===== config.mk =====
export PLATFORM = sky130hd
export DESIGN_NAME = pmc_capability_registers
export DESIGN_NICKNAME = d
export VERILOG_FILES = /design/src/include/pmc_pkg.sv /design/src/include/pmc_if.sv /design/src/logic/pmc_capability_registers.sv /design/src/logic/pmc_wake_bank.sv
export SDC_FILE = /design/constraint.sdc
export NUM_CORES = 1
export LEC_CHECK = 0
export ABC_AREA = 1
export ABC_CLOCK_PERIOD_IN_PS = 1020
export BUFFER_PORTS_ARGS = -buffer_cell sky130_fd_sc_hd__buf_2
export CAP_MARGIN = 15
export CORE_MARGIN = 5
export CORE_UTILIZATION = 38
export CTS_CLUSTER_DIAMETER = 50
export CTS_CLUSTER_SIZE = 16
export DETAILED_ROUTE_END_ITERATION = 12
export PLACE_DENSITY = 0.77
export SYNTH_ARGS = -nofsm -noshare
export SYNTH_HDL_FRONTEND = slang
export SYNTH_SLANG_ARGS = --single-unit

===== constraint.sdc =====
create_clock -name clock -period 1.02 [get_ports clock]
set_input_delay 0 -clock clock [delete_from_list [all_inputs] [get_ports clock]]
set_output_delay 0 -clock clock [all_outputs]
set_load 0.005 [all_outputs]

===== src/include/pmc_pkg.sv =====
/*
  Constants for the power management capability registers: offsets,
  field positions, fixed values and reset values.
  Assumes byte-wide configuration access with one byte per address.
*/
// What this block does
// - Next pointer byte always reads zero.
// - Capabilities word at A2h, resets FE12h.
// - Each function keeps its own capabilities word.
// - Wake-from-D3cold bit resets one, software writable.
// - Zero PME-source bit means no PME there.
// - Bits 14 to 11 read-only, read one.
// - Bits 10 and 9 read-only, read one.
// - Bits 8 to 6 reserved, read zero.
// - Bit 5 read-only, reads zero.
// - Aux bit reads zero while bit 15 zero.
// - Bit 3 read-only, reads zero.
// - Bits 2 to 0 read version 010b.
// - Bus reset sets bit 15 only without PME.
// - PME-enabled taken from function's Wake_assert_enable bit.
// - Capability ID byte reads fixed code 01h.
`default_nettype none
package pmc_pkg;
  // Bus widths and function count
  localparam int unsigned ADDR_W   = 8;
  localparam int unsigned DATA_W   = 8;
  localparam int unsigned NUM_FUNC = 2;
  localparam int unsigned FUNC_W   = 1;
  // Byte offsets
  localparam logic [7:0] CAP_ID_OFS   = 8'hA0;
  localparam logic [7:0] NEXT_PTR_OFS = 8'hA1;
  localparam logic [7:0] CAPS_LO_OFS  = 8'hA2;
  localparam logic [7:0] CAPS_HI_OFS  = 8'hA3;
  // Fixed byte values
  localparam logic [7:0] CAP_ID_VAL   = 8'h01;
  localparam logic [7:0] NEXT_PTR_VAL = 8'h00;
  localparam logic [7:0] UNMAPPED_VAL = 8'h00;
  // Capabilities word reset value
  localparam logic [15:0] CAPS_RESET  = 16'hFE12;
  // Field positions in the capabilities word
  localparam int unsigned WAKE_D3COLD_BIT = 15;
  localparam int unsigned PME_SRC_HI      = 14;
  localparam int unsigned PME_SRC_LO      = 11;
  localparam int unsigned STATE_TWO_BIT   = 10;
  localparam int unsigned STATE_ONE_BIT   = 9;
  localparam int unsigned RSVD_HI         = 8;
  localparam int unsigned RSVD_LO         = 6;
  localparam int unsigned DSI_BIT         = 5;
  localparam int unsigned AUX_BIT         = 4;
  localparam int unsigned CLK_BIT         = 3;
  localparam int unsigned VER_HI          = 2;
  localparam int unsigned VER_LO          = 0;
  // Bit 15 within the high byte
  localparam int unsigned WAKE_BYTE_BIT   = 7;
  // Field values
  localparam logic [3:0] PME_SRC_VAL   = 4'hF;
  localparam logic [2:0] RSVD_VAL      = 3'h0;
  localparam logic [2:0] VERSION_VAL   = 3'h2;
  localparam logic       WAKE_RESET    = 1'b1;
  localparam logic       AUX_DEFAULT   = 1'b1;
endpackage
`default_nettype wire


===== src/include/pmc_if.sv =====
/*
  Carrier between the register front end and the per-function wake bank.
  Assumes both ends run on the same clock and clock enable.
*/
`timescale 1ns/1ps
`default_nettype none
interface pmc_if #(
  parameter int unsigned NUM_FUNC = pmc_pkg::NUM_FUNC
);
  logic [NUM_FUNC-1:0] wr_wake;     // Write of the wake bit, per function
  logic                wr_bit;      // Value written to the wake bit
  logic [NUM_FUNC-1:0] enable;      // Wake_assert_enable of each function
  logic                global_rst;  // Global reset request
  logic                bus_rst;     // Bus reset request
  logic [NUM_FUNC-1:0] wake_d3cold; // Current wake bit of each function

  modport ctrl (
    output wr_wake,
    output wr_bit,
    output enable,
    output global_rst,
    output bus_rst,
    input  wake_d3cold
  );
  modport bank (
    input  wr_wake,
    input  wr_bit,
    input  enable,
    input  global_rst,
    input  bus_rst,
    output wake_d3cold
  );
endinterface
`default_nettype wire


===== src/logic/pmc_capability_registers.sv =====
/*
  Power management capability registers of the bridge functions:
  capability ID, next pointer and the 16-bit capabilities word.
  Assumes a byte-wide configuration port whose strobes are one cycle
  long, and a Wake_assert_enable bit kept elsewhere for each function.
*/
// Added by the designer: the strobed register port.
`timescale 1ns/1ps
`default_nettype none
module pmc_capability_registers #(
  parameter int unsigned NUM_FUNC    = pmc_pkg::NUM_FUNC,
  parameter int unsigned FUNC_W      = pmc_pkg::FUNC_W,
  parameter logic        AUX_NEEDED  = pmc_pkg::AUX_DEFAULT
) (
  // Clock, reset and clock enable
  input  wire logic                        clock,
  input  wire logic                        reset,
  input  wire logic                        clock_en,
  // Reset requests from the rest of the bridge
  input  wire logic                        global_reset_in,
  input  wire logic                        bus_reset_in,
  // Wake_assert_enable bit of each function
  input  wire logic [NUM_FUNC-1:0]         wake_assert_enable,
  // Configuration port
  input  wire logic [FUNC_W-1:0]           func_sel,
  input  wire logic [pmc_pkg::ADDR_W-1:0]  reg_addr,
  input  wire logic [pmc_pkg::DATA_W-1:0]  reg_wdata,
  input  wire logic                        reg_wr,
  input  wire logic                        reg_rd,
  output logic      [pmc_pkg::DATA_W-1:0]  reg_rdata,
  // State seen by the wake logic of each function
  output logic      [NUM_FUNC-1:0]         wake_d3cold_out,
  output logic      [NUM_FUNC-1:0]         aux_supply_needed
);

  // Carrier to the wake bank
  pmc_if #(.NUM_FUNC(NUM_FUNC)) wake_bus ();

  // Read data register and its next value
  logic [pmc_pkg::DATA_W-1:0] rdata_r;
  logic [pmc_pkg::DATA_W-1:0] rdata_nxt;

  // Registered copies of the wake and aux bits
  logic [NUM_FUNC-1:0]        wake_out_r;
  logic [NUM_FUNC-1:0]        wake_out_nxt;
  logic [NUM_FUNC-1:0]        aux_out_r;
  logic [NUM_FUNC-1:0]        aux_out_nxt;

  // Decoded function select and its validity
  logic                       func_valid;
  logic [NUM_FUNC-1:0]        func_hit;

  // Capabilities word of the selected function
  logic [15:0]                sel_word;

  // Builds the capabilities word from the one live bit
  function automatic logic [15:0] caps_word(
    input logic wake,
    input logic aux
  );
    logic [15:0] w;
    w = 16'h0000;
    // Writable wake-from-D3cold bit
    w[pmc_pkg::WAKE_D3COLD_BIT] = wake;
    // PME possible from D3hot, D2, D1 and D0
    w[pmc_pkg::PME_SRC_HI:pmc_pkg::PME_SRC_LO] = pmc_pkg::PME_SRC_VAL;
    // Both intermediate power states supported
    w[pmc_pkg::STATE_TWO_BIT] = 1'b1;
    w[pmc_pkg::STATE_ONE_BIT] = 1'b1;
    // Reserved field
    w[pmc_pkg::RSVD_HI:pmc_pkg::RSVD_LO] = pmc_pkg::RSVD_VAL;
    // No device-specific initialization
    w[pmc_pkg::DSI_BIT] = 1'b0;
    // Aux indication is meaningless without D3cold wake, so it is masked
    w[pmc_pkg::AUX_BIT] = wake & aux;
    // PME generation does not need the bus clock
    w[pmc_pkg::CLK_BIT] = 1'b0;
    // Version of the register set
    w[pmc_pkg::VER_HI:pmc_pkg::VER_LO] = pmc_pkg::VERSION_VAL;
    return w;
  endfunction

  // Picks the byte that a read at addr returns
  function automatic logic [7:0] read_byte(
    input logic [7:0]  addr,
    input logic [15:0] word,
    input logic        valid
  );
    logic [7:0] b;
    b = pmc_pkg::UNMAPPED_VAL;
    if (valid) begin
      unique case (addr)
        // Fixed power management ID
        pmc_pkg::CAP_ID_OFS:   b = pmc_pkg::CAP_ID_VAL;
        // End of the capability list
        pmc_pkg::NEXT_PTR_OFS: b = pmc_pkg::NEXT_PTR_VAL;
        // Low byte of the capabilities word
        pmc_pkg::CAPS_LO_OFS:  b = word[7:0];
        // High byte of the capabilities word
        pmc_pkg::CAPS_HI_OFS:  b = word[15:8];
        // Anything else in the space reads zero
        default:               b = pmc_pkg::UNMAPPED_VAL;
      endcase
    end
    return b;
  endfunction

  // Function decode; a select beyond the last function is ignored
  always_comb begin
    func_hit   = '0;
    func_valid = 1'b0;
    for (int f = 0; f < NUM_FUNC; f++) begin
      if (func_sel == FUNC_W'(f)) begin
        func_hit[f] = 1'b1;
        func_valid  = 1'b1;
      end
    end
  end

  // Word of the selected function, taken from its own copy
  always_comb begin
    sel_word = caps_word(pmc_pkg::WAKE_RESET, AUX_NEEDED);
    for (int f = 0; f < NUM_FUNC; f++) begin
      if (func_hit[f]) begin
        sel_word = caps_word(wake_bus.wake_d3cold[f], AUX_NEEDED);
      end
    end
  end

  // Requests to the wake bank
  always_comb begin
    // Only bit 15 of the high byte is stored; the other written
    // bits fall on read-only fields and are dropped
    wake_bus.wr_bit     = reg_wdata[pmc_pkg::WAKE_BYTE_BIT];
    wake_bus.wr_wake    = '0;
    if (reg_wr && (reg_addr == pmc_pkg::CAPS_HI_OFS)) begin
      // Write reaches only the selected function's copy
      wake_bus.wr_wake  = func_hit;
    end
    // Context reset conditions
    wake_bus.global_rst = global_reset_in;
    wake_bus.bus_rst    = bus_reset_in;
    // Wake_assert_enable steers whether the bus reset may act
    wake_bus.enable     = wake_assert_enable;
  end

  // Per-function context bits
  pmc_wake_bank #(
    .NUM_FUNC (NUM_FUNC)
  ) u_wake_bank (
    .clock    (clock),
    .reset    (reset),
    .clock_en (clock_en),
    .bus      (wake_bus.bank)
  );

  // Next read data: valid only in the cycle after a read strobe,
  // zero otherwise so that a stale byte lingers on the port only while the clock enable is low
  always_comb begin
    rdata_nxt = pmc_pkg::UNMAPPED_VAL;
    if (reg_rd) begin
      rdata_nxt = read_byte(reg_addr, sel_word, func_valid);
    end
  end

  // Next values of the status outputs
  always_comb begin
    wake_out_nxt = wake_bus.wake_d3cold;
    aux_out_nxt  = '0;
    for (int f = 0; f < NUM_FUNC; f++) begin
      // Aux need is only reported while D3cold wake is allowed
      aux_out_nxt[f] = wake_bus.wake_d3cold[f] & AUX_NEEDED;
    end
  end

  // Register stage for read data and status outputs.
  // The status copies trail the bank by one cycle; this keeps every
  // output straight from a flip-flop at the cost of that latency.
  always_ff @(posedge clock) begin
    if (reset) begin
      rdata_r    <= pmc_pkg::UNMAPPED_VAL;
      wake_out_r <= {NUM_FUNC{pmc_pkg::WAKE_RESET}};
      // Follows the wake default, so a build without aux need resets to zero
      aux_out_r  <= {NUM_FUNC{pmc_pkg::WAKE_RESET & AUX_NEEDED}};
    end else if (clock_en) begin
      rdata_r    <= rdata_nxt;
      wake_out_r <= wake_out_nxt;
      aux_out_r  <= aux_out_nxt;
    end
  end

  // Output drive
  assign reg_rdata         = rdata_r;
  assign wake_d3cold_out   = wake_out_r;
  assign aux_supply_needed = aux_out_r;

endmodule // pmc_capability_registers
`default_nettype wire


===== src/logic/pmc_wake_bank.sv =====
/*
  Per-function wake-from-D3cold context bits.
  Assumes requests arrive from the front end through pmc_if.
*/
`timescale 1ns/1ps
`default_nettype none
module pmc_wake_bank #(
  parameter int unsigned NUM_FUNC = pmc_pkg::NUM_FUNC
) (
  input  wire logic clock,
  input  wire logic reset,
  input  wire logic clock_en,
  pmc_if.bank       bus
);
  // One context bit for each function
  logic [NUM_FUNC-1:0] wake_r;
  logic [NUM_FUNC-1:0] wake_nxt;

  // Next value: resets return the bit to its default, writes load it
  always_comb begin
    wake_nxt = wake_r;
    for (int f = 0; f < NUM_FUNC; f++) begin
      if (bus.global_rst) begin
        // Global reset always restores the default
        wake_nxt[f] = pmc_pkg::WAKE_RESET;
      end else if (bus.bus_rst && !bus.enable[f]) begin
        // Bus reset only touches a function whose PME is disabled
        wake_nxt[f] = pmc_pkg::WAKE_RESET;
      end else if (bus.wr_wake[f]) begin
        // Software may clear it when no aux supply exists
        wake_nxt[f] = bus.wr_bit;
      end
    end
  end

  // Register stage, frozen while the clock enable is low
  always_ff @(posedge clock) begin
    if (reset) begin
      wake_r <= {NUM_FUNC{pmc_pkg::WAKE_RESET}};
    end else if (clock_en) begin
      wake_r <= wake_nxt;
    end
  end

  assign bus.wake_d3cold = wake_r;
endmodule // pmc_wake_bank
`default_nettype wire


==> flow_summary.toml <==
[run_status]
outcome = "complete, no violations"

[finish]
seq_area_um2 = 180
fin_area_um2 = 683
insertedDiodeCount = 0
nFillCells = 131
nNetsFinal = 133
drive_above_1_share_pct = 39.6
area_growth_pct = 32.5
multi_input_area_um2 = 256
post-route-util_pct = 53.2

[critical_path]
crit_path_end_kind = "flop"
cpMaxStageDelayCell = "dfxtp_1"
crit_chain = "o21ai_0, o21ai_0, nand3_1, a21oi_1"
worstPathArrival_ns = 1.06
crit_path_frequent_cell = "o21ai_0"
startpoint = "u_wake_bank.bus.wake_d3cold[1]$_SDFFE_PP1P_"
crit_buf_inv = 0
path_class = "reg -> reg"
cpPeakStageDelay_ns = 0.32
worstPathRequired_ns = 1.18
cp_max_fo = 3
cp_top_family = "compound AO/OA/AOI/OAI gates"
critPathLaunchType = "flop"
worstReg2RegStart = "u_wake_bank.bus.wake_d3cold[1]$_SDFFE_PP1P_"

[floorplan]
ioPinCount = 38
dieHeight_um = 46.8
dieArea_um2 = 2190
initial_core_util_pct = 40.1
die_w_um = 46.8
fp.coreArea_um2 = 1280
rows = 13

[timing]
tightest_slew_ns = 0.215
setup_viol_count_final = 0
skew_ns = 0.000472
whs_ns = 0.0393
finalCritPeriodShare_pct = 88.2
min_period_ns = 0.900
rsz0062_at_grt = "false"
setup_tns_ns = 0
fmax_mhz = 1110
hold_viol = 0
slew_viol_final = 0
relSlewSlack_pct = 85.5

[placement]
place_area_um2 = 647
dp_hpwl_um = 921
port_buffers = 30
gp_congestion = 0.718

[clock_network]
cts-root-buf = "clkbuf_4"
numClockSinks = 9
clockBufferDepth = 2
numCtsBuffers = 3
clkTransAtPathRegs_ns = 0.06
cts_max_level = 1
cts_tree = "yes"
cts_resized = 0
clkLatencyLatePin_ns = 0.26

[global_routing]
grt_max_degree = 9
grt-ovfl-total = 0
antenna_found_initial = 0
grt_pass1_wl_mm = 1.57
track_usage_pct = 10.5
grt_pass1_vias = 423

[power]
leakage_uw = 0.000377
power_uw = 770
ir_worst_vdd_mv = 0.548
power.density_nw_per_um2 = 1130

[logic_synthesis]
yosysSeqAreaShare_pct = 35.0
syn_avg_cell_area_um2 = 6.78
ys_warn_count = 0
synth_mux_area_share_pct = 0
synth_seq_cells = 9
synth_compound_area_share_pct = 12.4
synth_top_family_by_area = "simple AND/OR/NAND/NOR gates"
syn_inst = 76
synth_nets = 102
syn-cell-area_um2 = 515
synthAdderAreaFrac_pct = 0
yosys.area_share.simple_pct = 37.4
synth_cell_types = 17
synth_xor_area_share_pct = 0

[route]
postRouteWirelength_mm = 1.11
drcViolationCount = 0
ant_nets = 0
wire_per_inst_um = 9.17
drt_iter0_markers = 13
vias = 551
vias_per_cell = 4.55
dr.pass1.iters = 4

[worst_hold_path]
hp-start = "clock_en"
hold_class = "in -> reg"

[flow_run]
maxCapViolations = 0
-- placed cells by master, fill, tap and decap left out, drive strengths merged --
cell type	n
buf	30
nand2	25
inv	11
dfxtp	9
nand3	8
a21oi	7
nor2	6
clkbuf	4
o21ai	2
nand4	1
o211ai	1
o21a	1
dlygate4sd3	1
-- timing repair --
item                       in CTS  in global routing
hold endpoints to repair        5                  0
hold buffers                    1                  0
setup endpoints to repair       0                  0
setup buffers                   0                  0
-- layer usage --
| metal | GRT usage (%) | vias to the layer above | part of all wire, % |
|---|---|---|---|
| met5 | 0 | - | 0 |
| met4 | 11.6 | 0 | 4.7 |
| met3 | 3.07 | 5 | 9.5 |
| met2 | 16.5 | 27 | 46 |
| met1 | 10.3 | 226 | 40 |
| li1 | - | 293 | - |
-- through the flow --
| stage | setup slack [ns] | cells |
|---|---|---|
| finish | 0.120 | 121 |
| global route | 0.0674 | 121 |
| CTS | 0.112 | 121 |
| detailed placement | 0.110 | 116 |
| global placement | 0.135 | 116 |
| floorplan | 0.209 | 76 |
-- logic make-up after synthesis --
logic type      after synthesis
buf+inv                      16
compound gates               11
flops                         9
simple gates                 40
-- sequential cells by signal, summed over array words and instances (netlist names) --
| register | flops |
|---|---|
| u_wake_bank.bus.wake_d3cold | 2 |
| reg_rdata | 5 |
| aux_supply_needed | 2 |
-- worst paths after layout --
path	to	slack, ns	cells after the start
setup / recovery	reg_rdata[4]$_SDFFE_PP0P_	0.12	4
hold / removal	aux_supply_needed[1]$_SDFFE_PP1P_	0.04	3
setup reg to reg	reg_rdata[4]$_SDFFE_PP0P_	0.12	4
hold reg to reg	reg_rdata[4]$_SDFFE_PP0P_	0.46	2
-- synthesized netlist by cell type --
master | number | area [um^2]
nor2_2 | 1 | 6.26
nand2_2 | 2 | 12.5
o211ai_1 | 1 | 7.51
a21oi_2 | 1 | 8.76
inv_2 | 2 | 7.51
buf_4 | 5 | 37.5
nor2_1 | 3 | 11.3
o21ai_0 | 2 | 10.0
nand2_1 | 22 | 82.6
a21oi_1 | 6 | 30.0
nand2_4 | 1 | 11.3
o21a_1 | 1 | 7.51
dfxtp_1 | 9 | 180
nand4_1 | 1 | 6.26
nor2_4 | 2 | 22.5
inv_1 | 9 | 33.8
nand3_1 | 8 | 40.0
-- tightest hold or removal path, delay by kind of cell --
| kind | cells | cell delay (ns) |
|---|---|---|
| buf+inv | 1 | 0.14 |
| simple gates | 2 | 0.13 |
-- where the power goes --
part / internal [uW] / total (uW) / switching, uW
registers: 363 / 369 / 6.39
logic: 57.6 / 126 / 68.5
clock network: 151 / 275 / 124
-- cell type report --
class	instances	area share (%)
repair buffers	31	23.4
clock buffers	4	3.85
multi-input cells	51	37.5
flip-flops and latches	9	26.4
well taps	15	2.75
inverters	11	6.04
Power figures use the tool's default switching activity.
